## src/arbiter_params.svh

```systemverilog
`ifndef ARBITER_PARAMS_SVH
`define ARBITER_PARAMS_SVH
// timing, in the unit of each name
`define CLK_HZ          40000000
`define HOLD_DEB_US     4000
`define RSTIN_OFF_US    1000
`define RSTIN_ON_US     26000
`define LONG_PRESS_MS   8000
`define DLY_UNIT_MS     1000
`define WDOG_UNIT_MS    1000
// register byte addresses
`define A_UNIT_CFG      8'h00
`define A_OFF_ACT       8'h04
`define A_DEPTH         8'h08
`define A_ON_SEL        8'h0C
`define A_CTRL          8'h10
`define A_WDOG          8'h14
`define A_KICK          8'h18
`define A_STATUS        8'h1C
// field positions
`define CFG_DLY_LSB     0
`define CFG_CONV_EN     2
`define CTRL_DEVICE_ON  0
`define CTRL_SOFT_RESET 1
`define WD_EN           0
`define WD_LOCK         1
`define WD_PER_LSB      2
// reset values
`define RV_UNIT_CFG     3'h0
`define RV_OFF_ACT      9'h000
`define RV_DEPTH        9'h000
`define RV_ON_SEL       8'h00
// off request sources
`define SRC_LONG_PRESS  0
`define SRC_POWER_DOWN  1
`define SRC_WATCHDOG    2
`define SRC_THERMAL     3
`define SRC_RESET_IN    4
`define SRC_SOFT_RESET  5
`define SRC_KEEP_LOST   6
`define SRC_SUPPLY_LOW  7
`define SRC_CONVERTER   8
`define SRC_N           9
`define DLY_MASK        9'h117
`define KEEP_MASK       9'h040
`define DLY_SEL_X4      2'h3
`endif

```

## src/arbiter_pkg.sv

```systemverilog
package arbiter_pkg;
    typedef enum logic [7:0] {
        ST_OFF    = 8'h01,
        ST_UP     = 8'h02,
        ST_ACT    = 8'h04,
        ST_TO_SLP = 8'h08,
        ST_SLEEP  = 8'h10,
        ST_WAKE   = 8'h20,
        ST_DLY    = 8'h40,
        ST_DN     = 8'h80
    } state_type;
    typedef enum logic [2:0] {
        SEQ_NONE       = 3'h0,
        SEQ_OFF_TO_ACT = 3'h1,
        SEQ_ACT_TO_OFF = 3'h2,
        SEQ_SLP_TO_OFF = 3'h3,
        SEQ_ACT_TO_SLP = 3'h4,
        SEQ_SLP_TO_ACT = 3'h5
    } seq_kind_type;
    typedef struct packed {
        logic        wr;
        logic        rd;
        logic [7:0]  addr;
        logic [31:0] wdata;
    } reg_req_type;
    typedef struct packed {
        logic         start;
        seq_kind_type kind;
        logic         wide;
        logic         cold;
    } seq_req_type;
endpackage : arbiter_pkg

```

## src/power_on_off_request_arbiter.sv

```systemverilog
`timescale 1ns/100ps
`default_nettype none
`include "arbiter_params.svh"

module debounce_filter #(
    parameter int   N    = 4,
    parameter logic INIT = 1'b0
) (
    // clock and reset
    input  wire logic clk,
    input  wire logic rst,
    // filtered level
    input  wire logic din,
    output var  logic dout
);
    localparam int W = $clog2(N + 1);
    logic [W-1:0] cnt_q;
    wire logic    differs = (din != dout);
    wire logic    expired = (cnt_q == W'(N - 1));
    always_ff @(posedge clk) begin
        if (rst) begin
            cnt_q <= '0;
            dout  <= INIT;
        end else if (!differs) begin
            cnt_q <= '0;
        end else if (expired) begin
            cnt_q <= '0;
            dout  <= din;
        end else begin
            cnt_q <= cnt_q + 1'b1;
        end
    end
endmodule : debounce_filter

module power_on_off_request_arbiter #(
    parameter int   IRQ_W          = 8,
    parameter logic PD_ACT_HIGH    = 1'b1,
    parameter logic RI_ACT_HIGH    = 1'b0,
    parameter int   HOLD_DEB_CYC   = `HOLD_DEB_US * (`CLK_HZ / 1000000),
    parameter int   RI_OFF_CYC     = `RSTIN_OFF_US * (`CLK_HZ / 1000000),
    parameter int   RI_ON_CYC      = `RSTIN_ON_US * (`CLK_HZ / 1000000),
    parameter int   LONG_PRESS_CYC = `LONG_PRESS_MS * (`CLK_HZ / 1000),
    parameter int   DLY_UNIT_CYC   = `DLY_UNIT_MS * (`CLK_HZ / 1000),
    parameter int   WDOG_UNIT_CYC  = `WDOG_UNIT_MS * (`CLK_HZ / 1000)
) (
    // clock and reset
    input  wire logic                     clk,
    input  wire logic                     rst,
    // register port
    input  wire arbiter_pkg::reg_req_type reg_req,
    output var  logic [31:0]              rd_data,
    // system pins
    input  wire logic                     power_button_input,
    input  wire logic                     hold_on_input,
    input  wire logic                     power_down_input,
    input  wire logic                     reset_request_input,
    // monitor events
    input  wire logic                     supply_high_ok,
    input  wire logic                     supply_low_fault,
    input  wire logic                     die_overtemp,
    input  wire logic                     thermal_shutdown,
    input  wire logic                     converter_shutdown_event,
    input  wire logic [IRQ_W-1:0]         irq_lines,
    // sleep and wake requests
    input  wire logic                     sleep_request,
    input  wire logic                     wake_request,
    // sequencer side
    input  wire logic                     seq_done,
    output var  arbiter_pkg::seq_req_type seq_q,
    output var  arbiter_pkg::state_type   state_q,
    output var  logic [`SRC_N-1:0]        cause_q
);
    localparam int SW = IRQ_W + 9;
    logic [SW-1:0]    sync1_q;
    logic [SW-1:0]    sync2_q;
    logic [IRQ_W-1:0] irq_s;
    logic             pb_s, hold_s, pd_s, ri_s, shi_s;
    logic             slo_s, hot_s, th_s, conv_s;
    logic             pb_d_q, hold_deb, ri_off_deb, ri_on_deb, pb_long;
    logic [2:0]       cfg_q;
    logic [8:0]       act_q, depth_q;
    logic [IRQ_W-1:0] on_sel_q;
    logic             device_on_q, wd_en_q, wd_lock_q;
    logic [3:0]       wd_per_q;
    logic [31:0]      wd_cnt_q, cnt_q, cnt_d;
    logic             wd_ev_q, soft_ev_q, conv_ev_q, from_slp_q, from_slp_d;
    arbiter_pkg::state_type     state_d;
    arbiter_pkg::seq_kind_type  kind_d;
    logic             start_d, wide_d, cold_d;
    logic [`SRC_N-1:0] cause_d;

    // two-flop synchronisers
    always_ff @(posedge clk) begin
        if (rst) begin
            sync1_q <= '0;
            sync2_q <= '0;
        end else begin
            sync1_q <= {irq_lines, converter_shutdown_event,
                        thermal_shutdown, die_overtemp, supply_low_fault,
                        supply_high_ok, reset_request_input,
                        power_down_input, hold_on_input, power_button_input};
            sync2_q <= sync1_q;
        end
    end
    assign {irq_s, conv_s, th_s, hot_s, slo_s, shi_s, ri_s, pd_s, hold_s,
            pb_s} = sync2_q;

    wire logic pd_act = (pd_s == PD_ACT_HIGH);
    wire logic ri_lvl = (ri_s == RI_ACT_HIGH);

    debounce_filter #(.N(HOLD_DEB_CYC), .INIT(1'b0)) u_hold (
        .clk(clk), .rst(rst), .din(hold_s), .dout(hold_deb));
    debounce_filter #(.N(RI_OFF_CYC), .INIT(1'b0)) u_ri_off (
        .clk(clk), .rst(rst), .din(ri_lvl), .dout(ri_off_deb));
    debounce_filter #(.N(RI_ON_CYC), .INIT(1'b0)) u_ri_on (
        .clk(clk), .rst(rst), .din(ri_lvl), .dout(ri_on_deb));
    debounce_filter #(.N(LONG_PRESS_CYC), .INIT(1'b1)) u_pb (
        .clk(clk), .rst(rst), .din(pb_s), .dout(pb_long));

    // register decode
    wire logic a_cfg  = (reg_req.addr == `A_UNIT_CFG);
    wire logic a_act  = (reg_req.addr == `A_OFF_ACT);
    wire logic a_dep  = (reg_req.addr == `A_DEPTH);
    wire logic a_sel  = (reg_req.addr == `A_ON_SEL);
    wire logic a_ctl  = (reg_req.addr == `A_CTRL);
    wire logic a_wd   = (reg_req.addr == `A_WDOG);
    wire logic a_stat = (reg_req.addr == `A_STATUS);
    wire logic wr_ctl = reg_req.wr & a_ctl;
    wire logic wr_wd  = reg_req.wr & a_wd & !wd_lock_q;
    wire logic wr_kick = reg_req.wr & (reg_req.addr == `A_KICK);
    wire logic soft_set = wr_ctl & reg_req.wdata[`CTRL_SOFT_RESET];

    // request arbitration inputs
    wire logic pb_fall = pb_d_q & !pb_s;
    wire logic irq_on  = |(irq_s & on_sel_q);
    wire logic on_req  = pb_fall | hold_deb | irq_on;
    wire logic gate    = !shi_s | hot_s | pd_act | ri_on_deb;
    wire logic keep_lost = !device_on_q & !hold_deb;
    logic [`SRC_N-1:0] off_vec;
    assign off_vec[`SRC_LONG_PRESS] = !pb_long;
    assign off_vec[`SRC_POWER_DOWN] = pd_act;
    assign off_vec[`SRC_WATCHDOG]   = wd_ev_q;
    assign off_vec[`SRC_THERMAL]    = th_s;
    assign off_vec[`SRC_RESET_IN]   = ri_off_deb;
    assign off_vec[`SRC_SOFT_RESET] = soft_ev_q;
    assign off_vec[`SRC_KEEP_LOST]  = keep_lost;
    assign off_vec[`SRC_SUPPLY_LOW] = slo_s;
    assign off_vec[`SRC_CONVERTER]  = conv_ev_q;
    wire logic off_any  = |off_vec;
    wire logic off_lvl  = |(off_vec & ~`KEEP_MASK);
    wire logic on_ok    = on_req & !gate & !off_lvl;
    wire logic zero_src = |(off_vec & ~`DLY_MASK);
    wire logic [1:0] dly_sel = cfg_q[`CFG_DLY_LSB+:2];
    wire logic off_zero = zero_src | (dly_sel == 2'h0);
    wire logic [2:0] dly_mult = (dly_sel == `DLY_SEL_X4) ? 3'h4
                                                         : {1'b0, dly_sel};
    wire logic [31:0] dly_load =
        32'(32'(dly_mult) * 32'(DLY_UNIT_CYC) - 32'h1);

    // watchdog
    wire logic wd_run = wd_en_q & (state_q == arbiter_pkg::ST_ACT ||
                                   state_q == arbiter_pkg::ST_SLEEP);
    wire logic [31:0] wd_lim =
        32'((32'(wd_per_q) + 32'h1) * 32'(WDOG_UNIT_CYC));
    wire logic wd_to = wd_run & (wd_cnt_q == wd_lim - 32'h1);

    // latched events clear in OFF and when a down sequence is launched
    wire logic down_kind = (kind_d == arbiter_pkg::SEQ_ACT_TO_OFF) ||
                           (kind_d == arbiter_pkg::SEQ_SLP_TO_OFF);
    wire logic ev_clr = (state_q == arbiter_pkg::ST_OFF) |
                        (start_d & down_kind);
    wire logic dn_end = (state_q == arbiter_pkg::ST_DN) & seq_done;
    wire logic restart = dn_end & seq_q.cold & !gate;
    wire logic keep_cause = |(cause_d & `KEEP_MASK);

    // power transition arbitration
    always_comb begin
        state_d    = state_q;
        start_d    = 1'b0;
        kind_d     = seq_q.kind;
        cause_d    = cause_q;
        from_slp_d = from_slp_q;
        cnt_d      = (cnt_q == 32'h0) ? cnt_q : cnt_q - 32'h1;
        unique case (state_q)
            arbiter_pkg::ST_OFF: begin
                if (on_ok) begin
                    state_d = arbiter_pkg::ST_UP;
                    start_d = 1'b1;
                    kind_d  = arbiter_pkg::SEQ_OFF_TO_ACT;
                end
            end
            arbiter_pkg::ST_UP, arbiter_pkg::ST_WAKE: begin
                if (seq_done) begin
                    state_d = arbiter_pkg::ST_ACT;
                end
            end
            arbiter_pkg::ST_TO_SLP: begin
                if (seq_done) begin
                    state_d = arbiter_pkg::ST_SLEEP;
                end
            end
            arbiter_pkg::ST_ACT, arbiter_pkg::ST_SLEEP: begin
                if (off_any) begin
                    cause_d    = off_vec;
                    from_slp_d = (state_q == arbiter_pkg::ST_SLEEP);
                    if (off_zero) begin
                        state_d = arbiter_pkg::ST_DN;
                        start_d = 1'b1;
                        kind_d  = from_slp_d ? arbiter_pkg::SEQ_SLP_TO_OFF
                                             : arbiter_pkg::SEQ_ACT_TO_OFF;
                    end else begin
                        state_d = arbiter_pkg::ST_DLY;
                        cnt_d   = dly_load;
                    end
                end else if (state_q == arbiter_pkg::ST_ACT &&
                             sleep_request) begin
                    state_d = arbiter_pkg::ST_TO_SLP;
                    start_d = 1'b1;
                    kind_d  = arbiter_pkg::SEQ_ACT_TO_SLP;
                end else if (state_q == arbiter_pkg::ST_SLEEP &&
                             wake_request) begin
                    state_d = arbiter_pkg::ST_WAKE;
                    start_d = 1'b1;
                    kind_d  = arbiter_pkg::SEQ_SLP_TO_ACT;
                end
            end
            arbiter_pkg::ST_DLY: begin
                cause_d = cause_q | off_vec;
                if (cnt_q == 32'h0 || zero_src) begin
                    state_d = arbiter_pkg::ST_DN;
                    start_d = 1'b1;
                    kind_d  = from_slp_q ? arbiter_pkg::SEQ_SLP_TO_OFF
                                         : arbiter_pkg::SEQ_ACT_TO_OFF;
                end
            end
            arbiter_pkg::ST_DN: begin
                if (restart) begin
                    state_d = arbiter_pkg::ST_UP;
                    start_d = 1'b1;
                    kind_d  = arbiter_pkg::SEQ_OFF_TO_ACT;
                end else if (dn_end) begin
                    state_d = arbiter_pkg::ST_OFF;
                end
            end
            default: begin
                state_d = arbiter_pkg::ST_OFF;
            end
        endcase
    end

    // depth and action of the captured causes
    assign wide_d = (start_d & down_kind)
                  ? (|(cause_d & depth_q) & !keep_cause)
                  : seq_q.wide;
    assign cold_d = (start_d & down_kind)
                  ? (|(cause_d & act_q) & !keep_cause)
                  : seq_q.cold;

    always_ff @(posedge clk) begin
        if (rst) begin
            state_q    <= arbiter_pkg::ST_OFF;
            seq_q      <= '{1'b0, arbiter_pkg::SEQ_NONE, 1'b0, 1'b0};
            cause_q    <= '0;
            cnt_q      <= 32'h0;
            from_slp_q <= 1'b0;
            pb_d_q     <= 1'b0;
        end else begin
            state_q    <= state_d;
            seq_q      <= '{start_d, kind_d, wide_d, cold_d};
            cause_q    <= cause_d;
            cnt_q      <= cnt_d;
            from_slp_q <= from_slp_d;
            pb_d_q     <= pb_s;
        end
    end

    // event latches, set wins over clear
    always_ff @(posedge clk) begin
        if (rst) begin
            wd_ev_q   <= 1'b0;
            soft_ev_q <= 1'b0;
            conv_ev_q <= 1'b0;
            wd_cnt_q  <= 32'h0;
        end else begin
            wd_ev_q   <= (wd_ev_q & !ev_clr) | wd_to;
            soft_ev_q <= (soft_ev_q & !ev_clr) | soft_set;
            conv_ev_q <= (conv_ev_q & !ev_clr) |
                         (conv_s & cfg_q[`CFG_CONV_EN]);
            wd_cnt_q  <= (!wd_run | wr_kick | wd_to) ? 32'h0
                                                     : wd_cnt_q + 32'h1;
        end
    end

    // software registers; end of a down sequence applies the reset depth
    always_ff @(posedge clk) begin
        if (rst) begin
            cfg_q       <= `RV_UNIT_CFG;
            act_q       <= `RV_OFF_ACT;
            depth_q     <= `RV_DEPTH;
            on_sel_q    <= `RV_ON_SEL;
            device_on_q <= 1'b0;
            wd_en_q     <= 1'b0;
            wd_lock_q   <= 1'b0;
            wd_per_q    <= 4'h0;
        end else begin
            if (dn_end) begin
                wd_en_q   <= 1'b0;
                wd_lock_q <= 1'b0;
                if (!restart) begin
                    device_on_q <= 1'b0;
                end
                if (seq_q.wide) begin
                    cfg_q    <= `RV_UNIT_CFG;
                    act_q    <= `RV_OFF_ACT;
                    depth_q  <= `RV_DEPTH;
                    on_sel_q <= `RV_ON_SEL;
                end
            end
            if (reg_req.wr & a_cfg) begin
                cfg_q <= reg_req.wdata[2:0];
            end
            if (reg_req.wr & a_act) begin
                act_q <= reg_req.wdata[8:0];
            end
            if (reg_req.wr & a_dep) begin
                depth_q <= reg_req.wdata[8:0];
            end
            if (reg_req.wr & a_sel) begin
                on_sel_q <= reg_req.wdata[IRQ_W-1:0];
            end
            if (wr_ctl) begin
                device_on_q <= reg_req.wdata[`CTRL_DEVICE_ON];
            end
            if (wr_wd) begin
                wd_en_q   <= reg_req.wdata[`WD_EN];
                wd_lock_q <= reg_req.wdata[`WD_LOCK];
                wd_per_q  <= reg_req.wdata[`WD_PER_LSB+:4];
            end
        end
    end

    // read mux, unmapped reads return zero
    wire logic [31:0] rd_mux =
        a_cfg  ? 32'(cfg_q) :
        a_act  ? 32'(act_q) :
        a_dep  ? 32'(depth_q) :
        a_sel  ? 32'(on_sel_q) :
        a_ctl  ? 32'(device_on_q) :
        a_wd   ? 32'({wd_per_q, wd_lock_q, wd_en_q}) :
        a_stat ? 32'({gate, cause_q, state_q}) : 32'h0;
    always_ff @(posedge clk) begin
        if (rst) begin
            rd_data <= 32'h0;
        end else begin
            rd_data <= reg_req.rd ? rd_mux : 32'h0;
        end
    end

    wire logic in_run = (state_q == arbiter_pkg::ST_ACT) ||
                        (state_q == arbiter_pkg::ST_SLEEP);
    wire logic in_off = (state_q == arbiter_pkg::ST_OFF);
endmodule : power_on_off_request_arbiter
`default_nettype wire

```

## config.mk

```make
export PLATFORM = sky130hd
export DESIGN_NAME = power_on_off_request_arbiter
export DESIGN_NICKNAME = d
export VERILOG_FILES = /design/src/arbiter_pkg.sv /design/src/power_on_off_request_arbiter.sv
export VERILOG_INCLUDE_DIRS = /design/src /design/src/src
export SDC_FILE = /design/constraint.sdc
export NUM_CORES = 1
export LEC_CHECK = 0
export BUFFER_PORTS_ARGS = -buffer_cell sky130_fd_sc_hd__buf_2
export CAP_MARGIN = 15
export CORE_ASPECT_RATIO = 2
export CORE_MARGIN = 10
export CORE_UTILIZATION = 45
export CTS_CLUSTER_SIZE = 30
export DETAILED_ROUTE_END_ITERATION = 10
export SYNTH_ARGS = -nofsm -noshare
export SYNTH_HDL_FRONTEND = slang
export SYNTH_SLANG_ARGS = --single-unit
```

## constraint.sdc

```tcl
create_clock -name clk -period 6.3 [get_ports clk]
set_clock_uncertainty 0.2 [all_clocks]
set_input_delay 1.26 -clock clk [delete_from_list [all_inputs] [get_ports clk]]
set_output_delay 1.26 -clock clk [all_outputs]
set_load 0.02 [all_outputs]
```

# Word-level counts from Yosys, hierarchy flattened
# Index checks and enable logic that the tools add are counted.
# classes
reduce_logical	57
n_mux	59
eq_ne	34
div_mod_pow	0
shifts	0
add_sub_neg	9
magnitude_cmp	0
bitwise	48
multipliers	2
# ops
op	count
32-bit 2-to-1 mux	4
8-bit 2-to-1 mux	13
9-bit 2-to-1 mux	11
8-bit one-hot mux with 6 select lines	1
8-bit by 5-bit == test with 1-bit output, second input constant	5
3-bit 2-to-1 mux	12
9-bit OR reduction	4
32-bit by 1-bit adder with 32-bit output, second input constant	1
32-bit == test	1
32-bit logical NOT	1
31-bit by 1-bit subtractor with 32-bit output, second input constant	1
32-bit by 1-bit subtractor with 32-bit output, second input constant	1
29-bit by 1-bit subtractor with 30-bit output, second input constant	1
29-bit by 1-bit adder with 29-bit output, second input constant	1
29-bit == test, second input constant	1
1-bit bitwise AND	25
8-bit by 4-bit == test with 1-bit output, second input constant	3
8-bit OR reduction	3
5-bit by 17-bit multiplier with 22-bit output, second input constant	1
20-bit by 1-bit adder with 20-bit output, second input constant	1
20-bit == test, second input constant	1
3-bit by 17-bit multiplier with 20-bit output, second input constant	1
2-bit AND reduction	10
2-bit nonzero test	10
other kinds (35)	96
# word_totals
mem_count	0
elab_cells	244
ram_bits	0
reg_bits	281
latchBits	0
mem_bits_ro	0
out_inout_bits	55
inputBits	64

# Longest topological paths before layout
# Gate-level depths: netlist of the first run.
# logic_depth
word_depth	16
ltp_mapped	21
mapped_depth_nobuf	18

# Hierarchy
# From an unflattened synthesis of the first run, not the netlist that was laid out.
# hier_totals
hier_cells	1622
area_unflattened_um2	13968.4
# by_module_without_submodules
mod	seq_area_each_um2	area_per_inst_um2	cells_per_inst	instances
power_on_off_request_arbiter	3603.5	9954.5	1167	1
debounce_filter (u_pb)	600.6	1363.8	160	1
debounce_filter (u_ri_on)	420.4	969.7	108	1
debounce_filter (u_hold)	380.4	873.3	99	1
debounce_filter (u_ri_off)	340.3	807.0	88	1

# Least setup slack after synthesis of the first run
# No wires, ideal clock.
# synth_path
kind	reg-to-reg
startpoint	register wd_per_q[0]
endpoint	register wd_cnt_q[20]
path_stages_with_launch	20
path_buffers	2
slack_ns	0.769
synth_period_minus_slack_ns	5.531
t_required_ns	5.963
t_arrival_ns	5.194
setup_ns	0.137
path_cell_list	dfxtp_1 clkbuf_1 inv_1 ha_1 inv_1 ha_1 ha_1 ha_1 fa_1 a211oi_2 o21ba_1 o221ai_2 or4_4 nor4_4 nand4_1 xnor2_1 nand4_1 nor4b_4 buf_6 a211oi_2
# synth_between
elab_chain_len	7
# synth_rtl
item	line_no	source
from (decl)	power_on_off_request_arbiter.sv:84	logic [3:0] wd_per_q;
from (signal assigned)	power_on_off_request_arbiter.sv:337	wd_per_q <= reg_req.wdata[`WD_PER_LSB+:4];
4-bit by 1-bit adder with 5-bit output	power_on_off_request_arbiter.sv:164	32'((32'(wd_per_q) + 32'h1) * 32'(WDOG_UNIT_CYC));
5-bit by 17-bit multiplier with 22-bit output	power_on_off_request_arbiter.sv:164	
31-bit by 1-bit subtractor with 32-bit output	power_on_off_request_arbiter.sv:165	wire logic wd_to = wd_run & (wd_cnt_q == wd_lim - 32'h1);
32-bit == test	power_on_off_request_arbiter.sv:165	
1-bit bitwise AND	power_on_off_request_arbiter.sv:165	
1-bit bitwise OR	power_on_off_request_arbiter.sv:289	wd_cnt_q <= (!wd_run | wr_kick | wd_to) ? 32'h0
2-bit OR reduction (no line)	--	
to (signal assigned)	power_on_off_request_arbiter.sv:289	
to (decl)	power_on_off_request_arbiter.sv:85	logic [31:0] wd_cnt_q, cnt_q, cnt_d;
# No other way between the ends.
# A chain may end at the register's enable or synchronous reset.

# Final worst setup path of the first run
# layout_path
startpoint	register wd_per_q[1]
endpoint	register wd_ev_q
# layout_between
elab_chain_len	6
# layout_rtl
item	line_no	source
4-bit by 1-bit adder with 5-bit output	power_on_off_request_arbiter.sv:164	
5-bit by 17-bit multiplier with 22-bit output	power_on_off_request_arbiter.sv:164	
31-bit by 1-bit subtractor with 32-bit output	power_on_off_request_arbiter.sv:165	
32-bit == test	power_on_off_request_arbiter.sv:165	
1-bit bitwise AND	power_on_off_request_arbiter.sv:165	
1-bit bitwise OR	power_on_off_request_arbiter.sv:285	wd_ev_q <= (wd_ev_q & !ev_clr) | wd_to;
to (signal assigned)	power_on_off_request_arbiter.sv:285	
to (decl)	power_on_off_request_arbiter.sv:86	logic wd_ev_q, soft_ev_q, conv_ev_q, from_slp_q, from_slp_d;
# No other way between the ends.

==> results of run 1 <==
registers in the layout, indices dropped and copies added, names as in the netlist, 4 cells and up:
signal / cells
on_sel_q: 8
cause_q: 9
state_q: 8
sync1_q: 17
wd_per_q: 4
u_ri_off.cnt_q: 16
wd_cnt_q: 32
seq_q: 6
cnt_q: 32
u_pb.cnt_q: 29
depth_q: 9
sync2_q: 17
u_ri_on.cnt_q: 20
u_hold.cnt_q: 18
rd_data: 18
act_q: 9
per-stage QoR:
stage               setup slack, ns  hold WS [ns]  total power, uW
floorplan                     0.769         0.214             2400
global placement              0.187         0.219             2540
detailed placement           0.0812         0.224             2550
CTS                          0.0923         0.238             4120
global route                 0.0669         0.249             4270
finish                        0.493         0.235             4070
cells by family after synthesis:
logic type	count (synthesis)	synth area share [%]
buffers and inverters	112	3.64
multiplexers	12	0.892
flip-flops	267	38.9
AO/OA/AOI/OAI	276	14.6
XOR/XNOR	170	10.8
other	1	0.0273
adder cells (fa/ha/maj)	57	5.41
AND/OR/NAND/NOR	697	25.8
metal layers:
metal	global-route usage (%)	vias up	part of all wire [%]
li1	-	5775	-
met1	18.7	5607	36
met2	37.6	273	55
met3	2.84	104	4.2
met4	10.3	2	5.0
met5	0	-	0.019
worst paths after layout:
check	startpoint	end	slack [ns]
max	wd_per_q[1]	wd_ev_q	0.49
min	sync1_q[7]	sync2_q[7]	0.23
max reg2reg	wd_per_q[1]	wd_ev_q	0.49
min reg2reg	sync1_q[7]	sync2_q[7]	0.23
power by group:
group,switching [uW],internal (uW)
Sequential,85.6,1780
Combinational,380,264
Clock,670,888
Total,1140,2930
Yosys cell counts, types with 7 or more instances:
master,instances,area share (%)
a211oi_1,30,1.6
and2_1,27,1.2
ha_1,53,4.8
a21oi_1,71,2.6
nand4_1,36,1.6
nand3_1,67,2.4
and3_1,26,1.2
nand2b_1,11,0.50
xnor2_1,80,5.1
o21ai_0,24,0.87
a22oi_1,47,2.6
buf_4,16,0.87
nor3_1,42,1.5
clkbuf_1,54,1.5
nor4b_1,7,0.45
inv_1,35,0.96
nor2_1,239,6.5
nand2_1,102,2.8
mux2i_1,10,0.73
a22o_1,10,0.64
or4_1,12,0.66
or2_2,8,0.36
nor2b_1,45,2.0
xor2_1,90,5.7
a222oi_1,7,0.51
dfxtp_1,267,39
a211oi_2,11,1.0
or3_1,12,0.55
nor4_1,24,1.1
worst max-delay path, delay by kind of cell (launching register included):
| kind | cells | cell delay, ns |
|---|---|---|
| mux | 1 | 0.18 |
| simple gates | 6 | 1.49 |
| flops | 1 | 0.49 |
| buf+inv | 4 | 0.63 |
| compound gates | 4 | 1.10 |
| fa+ha+maj | 5 | 1.61 |
repair_timing:
action / CTS / global route
setup buffers: 0 / 1
resized for setup: 0 / 4
setup endpoints to repair: 0 / 17
area by class of cell:
class	count	area share [%]
Clock buffer	34	4.41
Clock inverter	11	1.01
Inverter	35	0.853
Multi-Input combinational cell	1228	51.8
Sequential cell	267	34.7
Tap cell	368	2.99
Timing Repair Buffer	109	4.20
==> summary.md, run 1 <==
| Metric | Value |
|---|---|
| Outcome | finished clean |
| Die Ht | 267 um |
| Worst slew pin tran | 1.09 ns |
| Power Dens Cells | roughly 260 nW/um^2 |
| Max incr delay on CP | 0.61 ns |
| Synth Area per Inst | 8.63 sq um |
| Cells on worst reg2reg path | 20 |
| Min-delay worst type | flip-flop to flip-flop |
| Reg clk slew, reported paths | 0.07 ns |
| Final TNS setup | 0 ns |
| Boundary Pins | 119 |
| Remaining global-route overflow | 0 |
| DP Cell Count | 2005 |
| H-tree depth | 1 |
| Row count | 90 |
| Worst EP arrival | 6.06 ns |
| WL per Instance | 18.4 um |
| Area grow syn2layout | 12.1% |
| Tmin final | a little under 6 ns |
| Synthesized flop and latch total | 267 |
| Commonest non-fill, non-tap cell in the layout | dfxtp_1 |
| Max-Cap Viols | 0 |
| Total track usage | 19.3% |
| Placer Congestion | 0.928 |
| Fin. Hold Viols | 0 |
| # diodes | 0 |
| Vias per inst | approximately 5.7 |
| Slew HR | 26.8% |
| Initial Util | 45.5% |
| Top FF cell, synth | dfxtp_1 |
| Share of layout cells above drive strength 1 | 11.4% |
| Iteration-0 DRC Markers | 596 |
| Asr flop ratio synth | 0% |
| Final worst path period share | 92.2% |
| EDFF count, synth | 0 |
| Post-route ant nets | 0 |
| RSZ-0062 raised after global routing | false |
| Layout Nets | 1787 |
| Leakage power | approximately 0.0059 uW |
| Final HPWL DP | 29000 um |
| First-pass GRT wire length | 60000 um |
| CTS Hold Bufs | 0 |
| Register Area | around 5300 sq um |
| TritonCTS clock tree | yes |
| CP Launch Type | flip-flop |
| Sink Count | 267 |
| Max Slew Vio Count | 0 |
| Synth Warn # | 0 |
| Fmax achieved | 172 MHz |
| Cells after Synth | 1592 |
| Final Non-Filler Cells | 2052 |
| Core Area | just over 30000 sq um |
| Post-synthesis sequential area ratio | roughly two fifths |
| Die Area | 38400 sq um |
| Data required, critical path | 6.56 ns |
| # DRC | 0 |
| Commonest non-fill, non-tap cells in the layout | dfxtp_1 (266), nor2_1 (239), nand2_1 (102) |
| Vias | 11800 |
| Max VDD drop | 0.239 mV |
| Initial antenna violation count | 2 |
| Critical path, cell by cell | ha_1 > nand3_1 > inv_1 > ha_1 > inv_1 > fa_1 > ha_1 > ha_1 > nand2_1 > o31ai_2 > a311oi_1 > or4b_1 > buf_4 > nor2_4 > and4b_1 > a2111oi_0 > mux2i_1 > nor3b_4 > buf_6 > a32o_1 |
| Fin area | around 15000 sq um |
| Setup Viol. Count Final | 0 |
| Critical path capture point type | flip-flop |
| Cell area after synthesis | 13700 sq um |
| Hold path depth | 1 |
| Area after DPL | 14500 sq um |
| Multi-input combinational cell area | 7990 sq um |
| CP max-delay cell | or4b_1 |
| CP dominant cell by count | ha_1 |
| Clk root buf | clkbuf_16 |
| Clk Latency, worst-skew pair | 0.56 ns |
| Synth unique cells | 91 |
| Drt first pass iters | 6 |
| Number of port buffers | 81 |
| Fillers | around 3000 |
| Clock tree buffer depth | 3 |
| Maximum fanout along the worst path | 10 |
| Die X | 144 um |
| Vias in the first global route | 11900 |
| CTS Buf Count | 25 |
| Crit Path Category | flip-flop to flip-flop |
| Fin util | roughly half |
| Largest net degree at the start of global routing | between 60 and 70 |
| Post-Route WL | 37700 um |
No activity file was read; power rests on OpenSTA's default activity.
==> run 2: changes to the inputs <==
--- a/config.mk
+++ b/config.mk
@@ -13,6 +13,8 @@
 export CORE_UTILIZATION = 45
 export CTS_CLUSTER_SIZE = 30
 export DETAILED_ROUTE_END_ITERATION = 10
+export RECOVER_POWER = 50
 export SYNTH_ARGS = -nofsm -noshare
 export SYNTH_HDL_FRONTEND = slang
 export SYNTH_SLANG_ARGS = --single-unit
+export TNS_END_PERCENT = 1
==> run 2 against run 1 <==
Net effect: the flow now finishes with violations (max-capacitance violations, max-slew violations); utilization decreased by 0.19 points; combinational power about the same; flip-flop and latch count unchanged; fmax increased by 0.21%; worst hold slack about the same; critical endpoint unchanged; largest cell class unchanged.
==> summary.md, run 2 (synthesized netlist as in run 1, its figures left out) <==
| Metric | Value |
|---|---|
| Outcome | finished with violations (was finished clean) |
| Failing checks | max-capacitance violations, max-slew violations |
| Die Area | 38400 sq um (unchanged) |
| CTS Buf Count | 25 (unchanged) |
| Number of port buffers | 81 (unchanged) |
| Final worst path period share | 92.0% (was 92.2%) |
| Share of layout cells above drive strength 1 | 8.73% (was 11.4%) |
| RSZ-0062 raised after global routing | false (unchanged) |
| Critical path capture point type | flip-flop (unchanged) |
| Initial Util | 45.5% (unchanged) |
| Drt first pass iters | 8 (was 6) |
| Final Non-Filler Cells | 2052 (unchanged) |
| Clk Latency, worst-skew pair | 0.56 ns (about the same) |
| Reg-to-reg setup timing slack | 0.50 ns (was 0.49 ns) |
| Layout Nets | 1787 (unchanged) |
| Min-delay worst type | flip-flop to flip-flop (unchanged) |
| CP Launch Type | flip-flop (unchanged) |
| CTS Hold Bufs | 0 (unchanged) |
| Final TNS setup | 0 ns (unchanged) |
| WL per Instance | 18.4 um (about the same) |
| Vias per inst | 5.74 (was 5.73) |
| Area grow syn2layout | 11.7% (was 12.1%) |
| Largest net degree at the start of global routing | 62 (unchanged) |
| Max incr delay on CP | 0.61 ns (about the same) |
| Critical path, cell by cell | ha_1 > nand3_1 > inv_1 > ha_1 > inv_1 > fa_1 > ha_1 > ha_1 > nand2_1 > o31ai_2 > a311oi_1 > or4b_1 > buf_4 > nor2_4 > and4b_1 > a2111oi_0 > mux2i_1 > nor3b_4 > buf_6 > a32o_1 (unchanged) |
| Cells on worst reg2reg path | 20 (unchanged) |
| Worst EP arrival | 6.05 ns (was 6.06 ns) |
| DP Cell Count | 2005 (unchanged) |
| # DRC | 0 (unchanged) |
| Hold path depth | 1 (unchanged) |
| Fillers | 2957 (was 2943) |
| Max-Cap Viols | 3 (was 0) |
| Vias in the first global route | 11900 (unchanged) |
| Iteration-0 DRC Markers | 636 (was 596) |
| H-tree depth | 1 (unchanged) |
| Fin util | 50.9% (was 51.1%) |
| Commonest non-fill, non-tap cells in the layout | dfxtp_1 (266), nor2_1 (239), nand2_1 (102) (unchanged) |
| Clock tree buffer depth | 3 (unchanged) |
| Core Area | 30200 sq um (unchanged) |
| Fin. Hold Viols | 0 (unchanged) |
| Vias | 11800 (about the same) |
| Tmin final | 5.80 ns (was 5.81 ns) |
| Total track usage | 19.3% (unchanged) |
| Worst slew pin tran | 2.90 ns (was 1.09 ns) |
| Remaining global-route overflow | 0 (unchanged) |
| Clk root buf | clkbuf_16 (unchanged) |
| Post-route ant nets | 0 (unchanged) |
| Leakage power | 0.00570 uW (was 0.00589 uW) |
| Placer Congestion | 0.928 (unchanged) |
| Power Dens Cells | 265 nW/um^2 (was 264 nW/um^2) |
| First-pass GRT wire length | 60000 um (unchanged) |
| Maximum fanout along the worst path | 10 (unchanged) |
| Data required, critical path | 6.55 ns (was 6.56 ns) |
| Crit Path Category | flip-flop to flip-flop (unchanged) |
| Die Ht | 267 um (unchanged) |
| Sink Count | 267 (unchanged) |
| Reg clk slew, reported paths | 0.07 ns (about the same) |
| Fmax achieved | 173 MHz (was 172 MHz) |
| Commonest non-fill, non-tap cell in the layout | dfxtp_1 (unchanged) |
| Max Slew Vio Count | 145 (was 0) |
| CP dominant cell by count | ha_1 (unchanged) |
| CP max-delay cell | or4b_1 (unchanged) |
| Largest regs | cnt_q (32), wd_cnt_q (32), u_pb.cnt_q (29) (unchanged) |
| Die X | 144 um (unchanged) |
| Initial antenna violation count | 2 (unchanged) |
| # diodes | 0 (unchanged) |
| Max VDD drop | 0.238 mV (was 0.239 mV) |
| TritonCTS clock tree | yes (unchanged) |
| Slew HR | -93.4% (was 26.8%) |
| Final HPWL DP | 29000 um (unchanged) |
| Boundary Pins | 119 (unchanged) |
| Row count | 90 (unchanged) |
| Setup Viol. Count Final | 0 (unchanged) |
| Post-Route WL | 37700 um (about the same) |
==> run 2: where the power goes <==
part / internal (uW) / switching, uW / leakage (uW)
combinational: 262 / 380 / 0.00313
sequential: 1780 / 85.6 / 0.00216
clock: 888 / 672 / 0.000407
total: 2930 / 1140 / 0.00570
==> run 2: final timing paths <==
| kind | startpoint | to |
|---|---|---|
| worst max-delay path | wd_per_q[1] | wd_ev_q |
| worst min-delay path | sync1_q[9] | sync2_q[9] |
| worst max register to register | wd_per_q[1] | wd_ev_q |
| worst min register to register | sync1_q[9] | sync2_q[9] |
==> run 2: layout make-up <==
class | count | area, sq um | area share [%]
tap | 368 | 460 | 3.00
timing repair buffer | 109 | 588 | 3.83
multi-input combinational | 1228 | 7990 | 52.0
clock inverter | 11 | 155 | 1.01
clock buffer | 34 | 679 | 4.43
sequential | 267 | 5350 | 34.8
inverter | 35 | 131 | 0.856
==> run 2: per-stage QoR <==
| step | hold WS (ns) | setup slack [ns] | cell area (sq um) | total power [uW] |
|---|---|---|---|---|
| global placement | 0.219 | 0.187 | 14500 | 2540 |
| finish | 0.234 | 0.505 | 15300 | 4070 |
| CTS | 0.238 | 0.0923 | 15400 | 4120 |
| floorplan | 0.214 | 0.769 | 13800 | 2400 |
| detailed placement | 0.224 | 0.0812 | 14500 | 2550 |
| global route | 0.249 | 0.0661 | 15300 | 4270 |
==> run 2: critical path, delay by kind of cell (launching register included) <==
| family | cells | cell delay [ns] |
|---|---|---|
| AO/OA/AOI/OAI | 4 | 1.10 |
| multiplexers | 1 | 0.18 |
| buffers and inverters | 4 | 0.62 |
| flip-flops | 1 | 0.49 |
| adder cells (fa/ha/maj) | 5 | 1.61 |
| AND/OR/NAND/NOR | 6 | 1.49 |
==> run 2: metal layers <==
metal	share of wire (%)	global-route usage, %	vias to the layer above
met1	35	18.7	5606
met2	55	37.6	287
met3	4.6	2.84	108
met5	0	0	-
li1	-	-	5772
met4	5.2	10.3	0
==> run 2: what timing repair did <==
| item | CTS | global route |
|---|---|---|
| gates resized for setup | 0 | 4 |
| endpoints found under the setup margin | 0 | 17 |
| setup buffers | 0 | 1 |
